<file path="config.mk">
export PLATFORM = sky130hd
export DESIGN_NAME = dac_ctrl
export DESIGN_NICKNAME = d
export VERILOG_FILES = /design/src/shared/dac_pkg.sv /design/src/rtl/dac_conv_timer.sv /design/src/rtl/dac_ctrl.sv /design/src/rtl/dac_rise.sv
export SDC_FILE = /design/constraint.sdc
export NUM_CORES = 1
export LEC_CHECK = 0
export ABC_CLOCK_PERIOD_IN_PS = 3900
export BUFFER_PORTS_ARGS = -buffer_cell sky130_fd_sc_hd__buf_2
export CORE_ASPECT_RATIO = 0.5
export CORE_MARGIN = 5
export CORE_UTILIZATION = 40
export CTS_CLUSTER_DIAMETER = 60
export DETAILED_ROUTE_END_ITERATION = 10
export GPL_TIMING_DRIVEN = 0
export PLACE_DENSITY = 0.66
export REMOVE_ABC_BUFFERS = 1
export SETUP_SLACK_MARGIN = 0.05
export SYNTH_ARGS = -nofsm -noshare
export SYNTH_HDL_FRONTEND = slang
export SYNTH_SLANG_ARGS = --single-unit
</file>
<file path="constraint.sdc">
create_clock -name clk -period 3.9 [get_ports clk]
set_input_delay 0.78 -clock clk [delete_from_list [all_inputs] [get_ports clk]]
set_output_delay 0.78 -clock clk [all_outputs]
set_load 0.005 [all_outputs]
</file>
<file path="src/shared/dac_pkg.sv">
// constants and types of the converter register and update block
package dac_pkg;

    // ****************************************************************
    // timing
    // ****************************************************************
    localparam int CLK_PERIOD_NS = 100;
    localparam int CONV_TIME_NS  = 1000;
    // least time, so round up to whole cycles
    localparam int CONV_CYCLES   =
        (CONV_TIME_NS + CLK_PERIOD_NS - 1) / CLK_PERIOD_NS;
    localparam int CONV_CNT_W    = 4;

    // ****************************************************************
    // bus and register map (byte addresses)
    // ****************************************************************
    localparam int             ADDR_W         = 5;
    localparam int             DATA_W         = 32;
    localparam int             BE_W           = 4;
    localparam logic [4:0]     ADDR_CONTROL   = 5'h00;
    localparam logic [4:0]     ADDR_DATA_HIGH = 5'h04;
    localparam logic [4:0]     ADDR_DATA_LOW  = 5'h08;
    localparam logic [4:0]     ADDR_STATUS    = 5'h0C;
    localparam logic [4:0]     ADDR_HELD      = 5'h10;

    // ****************************************************************
    // control fields and reset values
    // ****************************************************************
    localparam int         CTL_AUTO_BIT   = 7;
    localparam int         CTL_SEL_HI     = 6;
    localparam int         CTL_SEL_LO     = 4;
    localparam int         CTL_LEFT_BIT   = 2;
    localparam int         CTL_ENABLE_BIT = 0;
    localparam logic [7:0] CTL_WRITE_MASK = 8'hF5;
    localparam logic [7:0] CTL_RESET      = 8'h00;
    localparam logic [7:0] DATA_RESET     = 8'h00;
    localparam int         STS_BUSY_BIT   = 0;
    localparam int         STS_LOW_BIT    = 1;
    localparam int         CODE_W         = 10;
    localparam int         NUM_TRIG       = 5;

    // trigger source codes; 011, 100, 101 select nothing
    typedef enum logic [2:0] {
        TRIG_COMP0    = 3'h0,
        TRIG_COMP1    = 3'h1,
        TRIG_EXT_INT0 = 3'h2,
        TRIG_T1_OVF   = 3'h6,
        TRIG_T1_CAPT  = 3'h7
    } dac_trig_sel_t;

    // bus answer state
    typedef enum logic {
        BUS_IDLE   = 1'b0,
        BUS_ANSWER = 1'b1
    } dac_bus_state_t;

    // on-chip event flags, one bit per source
    typedef struct packed {
        logic t1_capt;
        logic t1_ovf;
        logic ext_int0;
        logic comp1;
        logic comp0;
    } dac_trig_flags_t;

    // what the analog core sees
    typedef struct packed {
        logic              enable;
        logic [CODE_W-1:0] code;
    } dac_analog_t;

endpackage

</file>
<file path="src/rtl/dac_conv_timer.sv">
// conversion busy timer
`timescale 1ns/1ps
module dac_conv_timer
(
    input  wire logic clk,
    input  wire logic rst_n,
    input  wire logic start,
    output logic      busy
);

    localparam logic [dac_pkg::CONV_CNT_W-1:0] LOAD =
        dac_pkg::CONV_CNT_W'(dac_pkg::CONV_CYCLES - 1);

    logic [dac_pkg::CONV_CNT_W-1:0] count;

    // load on start, count down, busy while running
    always_ff @(posedge clk or negedge rst_n)
    begin
        if (!rst_n)
        begin
            count <= '0;
            busy  <= 1'b0;
        end
        else if (start)
        begin
            count <= LOAD;
            busy  <= 1'b1;
        end
        else if (count != '0)
            count <= count - 1'b1;
        else
            busy  <= 1'b0;
    end

endmodule

</file>
<file path="src/rtl/dac_ctrl.sv">
// converter register file, holding registers and update control
`timescale 1ns/1ps
module dac_ctrl
(
    input  wire logic                       clk,
    input  wire logic                       rst_n,
    input  wire logic [dac_pkg::ADDR_W-1:0] avs_address,
    input  wire logic                       avs_read,
    input  wire logic                       avs_write,
    input  wire logic [dac_pkg::DATA_W-1:0] avs_writedata,
    input  wire logic [dac_pkg::BE_W-1:0]   avs_byteenable,
    output logic      [dac_pkg::DATA_W-1:0] avs_readdata,
    output logic                            avs_waitrequest,
    input  wire dac_pkg::dac_trig_flags_t   trig_flags,
    output dac_pkg::dac_analog_t            analog_out,
    output logic                            conv_start,
    output logic                            conv_busy
);

    // ****************************************************************
    // declarations
    // ****************************************************************
    dac_pkg::dac_bus_state_t      bus_state;
    logic [7:0]                   control;
    logic [7:0]                   data_high;
    logic [7:0]                   data_low;
    logic                         low_pending;
    logic                         held_left;
    logic                         take;
    logic                         wr_lane0;
    logic                         wr_control;
    logic                         wr_high;
    logic                         wr_low;
    logic                         auto_mode;
    logic                         left_now;
    logic [2:0]                   sel_code;
    logic [dac_pkg::NUM_TRIG-1:0] flag_vec;
    logic [dac_pkg::NUM_TRIG-1:0] rise_vec;
    logic                         sel_rise;
    logic                         trig_take;
    logic                         next_conv_start;
    logic [7:0]                   view_high;
    logic [7:0]                   view_low;
    logic [7:0]                   status;
    logic [dac_pkg::DATA_W-1:0]   next_readdata;

    // ****************************************************************
    // helpers
    // ****************************************************************

    // ten-bit code from the two bytes and an alignment
    function automatic logic [dac_pkg::CODE_W-1:0] dac_join
    (
        input logic [7:0] hi,
        input logic [7:0] lo,
        input logic       left
    );
        if (left)
            dac_join = {hi, lo[7:6]};
        else
            dac_join = {hi[1:0], lo};
    endfunction

    // ****************************************************************
    // bus slave
    // ****************************************************************

    // one wait cycle: answer in the cycle after the request shows
    always_ff @(posedge clk or negedge rst_n)
    begin
        if (!rst_n)
        begin
            bus_state       <= dac_pkg::BUS_IDLE;
            avs_waitrequest <= 1'b1;
        end
        else
        begin
            case (bus_state)
                dac_pkg::BUS_IDLE:
                begin
                    if (avs_read || avs_write)
                    begin
                        bus_state       <= dac_pkg::BUS_ANSWER;
                        avs_waitrequest <= 1'b0;
                    end
                end
                dac_pkg::BUS_ANSWER:
                begin
                    // master releases here; back to waiting
                    bus_state       <= dac_pkg::BUS_IDLE;
                    avs_waitrequest <= 1'b1;
                end
                default:
                begin
                    bus_state       <= dac_pkg::BUS_IDLE;
                    avs_waitrequest <= 1'b1;
                end
            endcase
        end
    end

    // write strobes, taken at the edge that sees waitrequest low
    assign take       = (bus_state == dac_pkg::BUS_ANSWER);
    assign wr_lane0   = take && avs_write && avs_byteenable[0];
    assign wr_control = wr_lane0 && (avs_address == dac_pkg::ADDR_CONTROL);
    assign wr_high    = wr_lane0 &&
                        (avs_address == dac_pkg::ADDR_DATA_HIGH);
    assign wr_low     = wr_lane0 && (avs_address == dac_pkg::ADDR_DATA_LOW);

    // ****************************************************************
    // control register
    // ****************************************************************

    // reserved bits 3 and 1 never store
    always_ff @(posedge clk or negedge rst_n)
    begin
        if (!rst_n)
            control <= dac_pkg::CTL_RESET;
        else if (wr_control)
            control <= avs_writedata[7:0] & dac_pkg::CTL_WRITE_MASK;
    end

    // decoded fields
    assign auto_mode = control[dac_pkg::CTL_AUTO_BIT];
    assign left_now  = control[dac_pkg::CTL_LEFT_BIT];
    assign sel_code  = control[dac_pkg::CTL_SEL_HI:dac_pkg::CTL_SEL_LO];

    // ****************************************************************
    // data byte registers
    // ****************************************************************

    // bytes stored as written; alignment is applied on use
    always_ff @(posedge clk or negedge rst_n)
    begin
        if (!rst_n)
        begin
            data_high <= dac_pkg::DATA_RESET;
            data_low  <= dac_pkg::DATA_RESET;
        end
        else
        begin
            if (wr_high)
                data_high <= avs_writedata[7:0];
            if (wr_low)
                data_low  <= avs_writedata[7:0];
        end
    end

    // low byte written alone arms a block; high byte lifts it
    always_ff @(posedge clk or negedge rst_n)
    begin
        if (!rst_n)
            low_pending <= 1'b0;
        else if (wr_high)
            low_pending <= 1'b0;
        else if (wr_low)
            low_pending <= 1'b1;
    end

    // alignment frozen at the high byte write, used by triggers
    always_ff @(posedge clk or negedge rst_n)
    begin
        if (!rst_n)
            held_left <= 1'b0;
        else if (wr_high)
            held_left <= left_now;
    end

    // ****************************************************************
    // trigger selection
    // ****************************************************************

    // raw flags, not gated by any interrupt enable
    assign flag_vec = trig_flags;

    // one edge detector per source
    genvar gi;
    generate
        for (gi = 0; gi < dac_pkg::NUM_TRIG; gi = gi + 1)
        begin : g_rise
            dac_rise u_rise
            (
                .clk   (clk),
                .rst_n (rst_n),
                .level (flag_vec[gi]),
                .rise  (rise_vec[gi])
            );
        end
    endgenerate

    // source mux; reserved codes never fire
    always_comb
    begin
        case (sel_code)
            dac_pkg::TRIG_COMP0:    sel_rise = rise_vec[0];
            dac_pkg::TRIG_COMP1:    sel_rise = rise_vec[1];
            dac_pkg::TRIG_EXT_INT0: sel_rise = rise_vec[2];
            dac_pkg::TRIG_T1_OVF:   sel_rise = rise_vec[3];
            dac_pkg::TRIG_T1_CAPT:  sel_rise = rise_vec[4];
            default:                sel_rise = 1'b0;
        endcase
    end

    // edges while busy are dropped, not remembered
    assign trig_take = auto_mode && sel_rise && !conv_busy &&
                       control[dac_pkg::CTL_ENABLE_BIT];

    // ****************************************************************
    // holding registers and analog port
    // ****************************************************************

    // the only path to the core; software never writes it directly
    always_ff @(posedge clk or negedge rst_n)
    begin
        if (!rst_n)
            analog_out.code <= '0;
        else if (!auto_mode && wr_high)
            analog_out.code <= dac_join(avs_writedata[7:0], data_low,
                                        left_now);
        else if (trig_take && !low_pending)
            analog_out.code <= dac_join(data_high, data_low,
                                        held_left);
    end

    // enable follows the control bit one edge later
    always_ff @(posedge clk or negedge rst_n)
    begin
        if (!rst_n)
            analog_out.enable <= 1'b0;
        else
            analog_out.enable <= control[dac_pkg::CTL_ENABLE_BIT];
    end

    // ****************************************************************
    // conversion start and busy
    // ****************************************************************

    // with the enable bit set, manual mode converts on each high write; auto on a taken edge
    always_comb
    begin
        next_conv_start = 1'b0;
        if (control[dac_pkg::CTL_ENABLE_BIT])
        begin
            if (!auto_mode && wr_high)
                next_conv_start = 1'b1;
            else if (trig_take)
                next_conv_start = 1'b1;
        end
    end

    // registered so the port comes from a flop
    always_ff @(posedge clk or negedge rst_n)
    begin
        if (!rst_n)
            conv_start <= 1'b0;
        else
            conv_start <= next_conv_start;
    end

    // busy rises at the same edge as conv_start
    dac_conv_timer u_timer
    (
        .clk   (clk),
        .rst_n (rst_n),
        .start (next_conv_start),
        .busy  (conv_busy)
    );

    // ****************************************************************
    // read path
    // ****************************************************************

    // unused byte positions depend on the current alignment
    always_comb
    begin
        if (left_now)
        begin
            view_high = data_high;
            view_low  = {data_low[7:6], 6'h00};
        end
        else
        begin
            view_high = {6'h00, data_high[1:0]};
            view_low  = data_low;
        end
    end

    // status shows the block's own state
    assign status = {6'h00, low_pending, conv_busy};

    // unmapped addresses read zero
    always_comb
    begin
        next_readdata = '0;
        case (avs_address)
            dac_pkg::ADDR_CONTROL:   next_readdata[7:0] = control;
            dac_pkg::ADDR_DATA_HIGH: next_readdata[7:0] = view_high;
            dac_pkg::ADDR_DATA_LOW:  next_readdata[7:0] = view_low;
            dac_pkg::ADDR_STATUS:    next_readdata[7:0] = status;
            dac_pkg::ADDR_HELD:
                next_readdata[dac_pkg::CODE_W-1:0] = analog_out.code;
            default:                 next_readdata = '0;
        endcase
    end

    // captured as waitrequest drops, stands through the answer
    always_ff @(posedge clk or negedge rst_n)
    begin
        if (!rst_n)
            avs_readdata <= '0;
        else if (bus_state == dac_pkg::BUS_IDLE && avs_read)
            avs_readdata <= next_readdata;
    end

endmodule

</file>
<file path="src/rtl/dac_rise.sv">
// rising edge detector for one event flag
`timescale 1ns/1ps
module dac_rise
(
    input  wire logic clk,
    input  wire logic rst_n,
    input  wire logic level,
    output logic      rise
);

    logic prev;

    // previous level; flag is on-chip so no synchroniser
    always_ff @(posedge clk or negedge rst_n)
    begin
        if (!rst_n)
            prev <= 1'b0;
        else
            prev <= level;
    end

    // a level still high gives no new edge
    assign rise = level & ~prev;

endmodule

</file>
==> flow_summary.html <==
<table>
<tr><th>Metric</th><th>Value</th></tr>
<tr><th colspan="2">Clock network</th></tr>
<tr><td>CTS HTree Levels</td><td>3</td></tr>
<tr><td>CTS Root Buffer Type</td><td>sky130_fd_sc_hd__clkbuf_16</td></tr>
<tr><td>Clock edge transition at the registers on the reported setup and hold paths</td><td>~50 ps</td></tr>
<tr><td>Number of CTS-inserted buffers</td><td>9</td></tr>
<tr><td>Clk Latency, worst-skew pair</td><td>around 330 ps</td></tr>
<tr><td>Clock tree from TritonCTS</td><td>yes</td></tr>
<tr><td>Number of buffers inserted for hold repair after clock tree synthesis</td><td>0</td></tr>
<tr><td>Maximum root-to-sink buffer count</td><td>2</td></tr>
<tr><td>Total setup buffers inserted after CTS</td><td>0</td></tr>
<tr><td>Sink Count</td><td>58</td></tr>
<tr><td>Post-CTS resize count</td><td>0</td></tr>
<tr><th colspan="2">Timing</th></tr>
<tr><td>Count of endpoints failing hold in the final timing report</td><td>0</td></tr>
<tr><td>Clock skew</td><td>between 5 and 6 ps</td></tr>
<tr><td>Minimum setup slack in the final design</td><td>890 ps</td></tr>
<tr><td>Achievable clock frequency</td><td>332 MHz</td></tr>
<tr><td>Min Tclk post-route</td><td>approximately 3000 ps</td></tr>
<tr><td>Setup violators final</td><td>0</td></tr>
<tr><td>Crit share post-route</td><td>0.772</td></tr>
<tr><td>Slew Viols, Final</td><td>0</td></tr>
<tr><td>Final-layout setup total negative slack</td><td>0 ps</td></tr>
<tr><td>Max transition margin</td><td>0.357</td></tr>
<tr><td>Setup repair after global routing missed its margin</td><td>false</td></tr>
<tr><td>Worst-margin pin slew</td><td>962 ps</td></tr>
<tr><th colspan="2">Die</th></tr>
<tr><td>Die span in y</td><td>71.5 microns</td></tr>
<tr><td>Io pins</td><td>96</td></tr>
<tr><td>Total Die Area</td><td>9520 sq um</td></tr>
<tr><td>Initial core utilization</td><td>0.412</td></tr>
<tr><td>Die span in x</td><td>approximately 130 microns</td></tr>
<tr><td>Number of standard-cell rows in the floorplan</td><td>22</td></tr>
<tr><td>Standard cell core area</td><td>roughly 7300 sq um</td></tr>
<tr><th colspan="2">Critical path</th></tr>
<tr><td>Reg2reg setup slack</td><td>1240 ps</td></tr>
<tr><td>Destination of the worst register-to-register timing path</td><td>u_timer.count[2]</td></tr>
<tr><td>Worst r2r path cells</td><td>5</td></tr>
<tr><td>Kind of launch point of the worst setup path</td><td>primary input</td></tr>
<tr><td>Worst setup path class</td><td>primary input to flip-flop</td></tr>
<tr><td>Largest stage delay on the critical path</td><td>800 ps</td></tr>
<tr><td>Critical path peak fanout</td><td>20</td></tr>
<tr><td>Top cell family by delay on the critical path</td><td>simple AND/OR/NAND/NOR gates</td></tr>
<tr><td>Nature of the critical path endpoint</td><td>flip-flop</td></tr>
<tr><td>Max stage delay cell, worst path</td><td>sky130_fd_sc_hd__nor2b_2</td></tr>
<tr><td>Worst endpoint data arrival time</td><td>3220 ps</td></tr>
<tr><td>Cell Chain, Critical Path</td><td>buf_2, nor3_1, and4bb_1, nor2b_2, o21ai_1, and3_1</td></tr>
<tr><td>Data required time at the worst endpoint</td><td>4110 ps</td></tr>
<tr><td>Buf+Inv Stages, Crit Path</td><td>1</td></tr>
<tr><td>Reg2Reg Launch Point</td><td>bus_state</td></tr>
<tr><th colspan="2">Worst hold path</th></tr>
<tr><td>Startpoint of the lowest-slack hold path</td><td>control[0]</td></tr>
<tr><td>Hold Crit Endpoint</td><td>analog_out[10]</td></tr>
<tr><td>Worst Hold Path Cells</td><td>0</td></tr>
<tr><td>Worst hold path type</td><td>flip-flop to flip-flop</td></tr>
<tr><th colspan="2">Global route</th></tr>
<tr><td>Global router's overall resource usage</td><td>0.154</td></tr>
<tr><td>Vias in the first global route</td><td>2210</td></tr>
<tr><td>Pin count of the biggest net entering global routing</td><td>around 60</td></tr>
<tr><td>Wire length of the first global-routing pass</td><td>11.5 mm</td></tr>
<tr><td>Grt total ovfl</td><td>0</td></tr>
<tr><td>Initial antenna violation count</td><td>0</td></tr>
<tr><th colspan="2">Cells and area</th></tr>
<tr><td>Leading cell type in the layout, fill and taps excluded</td><td>sky130_fd_sc_hd__dfrtp_1</td></tr>
<tr><td>Final standard cell count with taps included and fillers excluded</td><td>~420</td></tr>
<tr><td>Fraction of final layout cells sized beyond drive strength 1</td><td>0.301</td></tr>
<tr><td>Commonest cells after routing, fill and taps aside</td><td>sky130_fd_sc_hd__dfrtp_1, sky130_fd_sc_hd__buf_2, sky130_fd_sc_hd__mux2_2</td></tr>
<tr><td>Final #Nets</td><td>373</td></tr>
<tr><td>N_diodes</td><td>0</td></tr>
<tr><td>Area added between synthesis and finish</td><td>18.0%</td></tr>
<tr><th colspan="2">Run</th></tr>
<tr><td>Number of max-cap violations</td><td>0</td></tr>
<tr><th colspan="2">Logic synthesis</th></tr>
<tr><td>Most instantiated flip-flop cell in the synthesis netlist</td><td>sky130_fd_sc_hd__dfrtp_1</td></tr>
<tr><td>Mean Syn Cell Area</td><td>11.0 sq um</td></tr>
<tr><td>Post-synthesis sequential element count</td><td>a little under 60</td></tr>
<tr><td>Synthesized cell area</td><td>3030 sq um</td></tr>
<tr><td>Synth cell types</td><td>48</td></tr>
<tr><td>Largest area contributor in the synthesized netlist</td><td>sky130_fd_sc_hd__dfrtp_1</td></tr>
<tr><td>Number of cells produced by synthesis</td><td>~280</td></tr>
<tr><td>Yosys synthesis warning count</td><td>0</td></tr>
<tr><td>Async set-or-reset flop fraction in the synthesized netlist</td><td>1.00</td></tr>
<tr><td>Number of enable flip-flop cells after synthesis</td><td>0</td></tr>
<tr><td>Register area share after synthesis</td><td>0.480</td></tr>
<tr><td>Fraction of synthesized cell area taken by the top area cell type</td><td>0.471</td></tr>
<tr><td>Top post-synthesis cells by area</td><td>sky130_fd_sc_hd__dfrtp_1, sky130_fd_sc_hd__mux2_2, sky130_fd_sc_hd__buf_4, sky130_fd_sc_hd__mux2i_1, sky130_fd_sc_hd__mux2_1</td></tr>
<tr><th colspan="2">Placed design</th></tr>
<tr><td>Half-perimeter wire length of the detailed placement result</td><td>approximately 4.9 mm</td></tr>
<tr><td>Dpl ws</td><td>111 ps</td></tr>
<tr><td>PortBufs</td><td>46</td></tr>
<tr><td># placed instances</td><td>between 400 and 500</td></tr>
<tr><td>Final Wtd Congestion</td><td>0.832</td></tr>
<tr><th colspan="2">Run status</th></tr>
<tr><td>Status</td><td>complete, no violations</td></tr>
<tr><th colspan="2">Routing</th></tr>
<tr><td>Number of detailed-routing iterations run before antenna repair</td><td>4</td></tr>
<tr><td>Drt drc</td><td>0</td></tr>
<tr><td>Wirelength per Cell</td><td>16.4 microns</td></tr>
<tr><td>Mean number of vias per cell</td><td>5.16</td></tr>
<tr><td>ANT nets after route</td><td>0</td></tr>
<tr><td>Total wire length</td><td>around 7 mm</td></tr>
<tr><td>Vias</td><td>roughly 2200</td></tr>
<tr><td>Count of routing violations after the opening detailed-route iteration</td><td>83</td></tr>
<tr><th colspan="2">Power and ir drop</th></tr>
<tr><td>Power per unit of standard cell area</td><td>489 nW/um^2</td></tr>
<tr><td>Max rail drop VDD</td><td>roughly 0.24 mV</td></tr>
<tr><td>Leakage component of the power</td><td>1.75 nW</td></tr>
</table>
## synthesized netlist by cell type, drive strengths merged, types with 3 or more instances
cell type and number:
a21oi 5, nand3 4, clkbuf 5, nand3b 4, buf 27, nor2 14
mux2 42, nor4 3, nand2b 5, dfrtp 57, mux2i 16, nand2 25
a221oi 4, nor2b 6, inv 5, nor3 4, o21ai 22
## worst max path at each step
stage,startpoint,to,slack [ps],cells past startpoint
4_1_cts,avs_address[3],u_timer.count[2],440,6
5_1_grt,avs_address[3],u_timer.count[2],680,6
3_5_place_dp,avs_address[3],u_timer.count[2],110,6
3_3_place_gp,avs_address[3],u_timer.count[2],200,6
6_report,avs_address[3],u_timer.count[2],890,6
2_1_floorplan,avs_address[3],u_timer.count[2],1070,5
## cells by family (layout without fill, tap and decap cells)
| group | after synthesis | count (layout) | share of synthesized area |
|---|---|---|---|
| AOI/OAI and AO/OA | 43 | 43 | 0.0896 |
| xor gates and xnor gates | 2 | 2 | 0.00578 |
| adders and majority gates | 2 | 2 | 0.00826 |
| buffers and inverters | 37 | 67 | 0.0748 |
| DFF | 58 | 58 | 0.480 |
| muxes | 58 | 58 | 0.209 |
| other | 1 | 22 | 0.00124 |
| and+or+nand+nor | 74 | 74 | 0.132 |
## routing by layer
layer	global-route usage	wire, microns	vias up
li1	-	-	1030
met1	0.205	3160	1050
met2	0.234	3080	85
met3	0.0596	559	12
met4	0.0507	120	0
met5	0	0	-
## where the power goes
part	switching (W)	internal, W	total, W	leakage [nW]
Clock	0.000262	0.000571	0.000832	0.162
Sequential	0.0000530	0.000658	0.000711	0.773
Combinational	0.000106	0.000100	0.000206	0.811
## cell type report
| type | instances | area [sq um] |
|---|---|---|
| inverters | 5 | 18.8 |
| clock buffers | 10 | 239 |
| clock inverters | 6 | 80.1 |
| fillers | 665 | 3770 |
| well taps | 96 | 120 |
| repair buffers | 46 | 233 |
| multi-input cells | 201 | 1430 |
| flip-flops and latches | 58 | 1450 |
## registers in the layout, summed over array words and instances, names as in the netlist
name,count
data_low,8
u_timer.count,4
conv_start,1
g_rise.u_rise.prev,5
held_left,1
data_high,8
avs_waitrequest,1
analog_out,11
u_timer.busy,1
low_pending,1
control,6
avs_readdata,10
bus_state,1
## per-stage QoR
step	utilization	hold slack, ps	cell area, sq um	power (W)
2_1_floorplan	-	403	2900	0.000846
3_3_place_gp	0.442	445	3250	0.000909
3_5_place_dp	0.442	456	3250	0.000926
4_1_cts	0.486	470	3570	0.00177
5_1_grt	0.486	506	3570	0.00183
6_report	0.486	470	3570	0.00175
## worst reg2reg max path: stages (launching register included)
cell	delay, ps
sky130_fd_sc_hd__dfrtp_1	370
sky130_fd_sc_hd__nand3_1	200
sky130_fd_sc_hd__and4bb_1	690
sky130_fd_sc_hd__nor2b_2	810
sky130_fd_sc_hd__o21ai_1	270
sky130_fd_sc_hd__and3_1	210
Note: power is estimated with default switching activity, not from simulation.
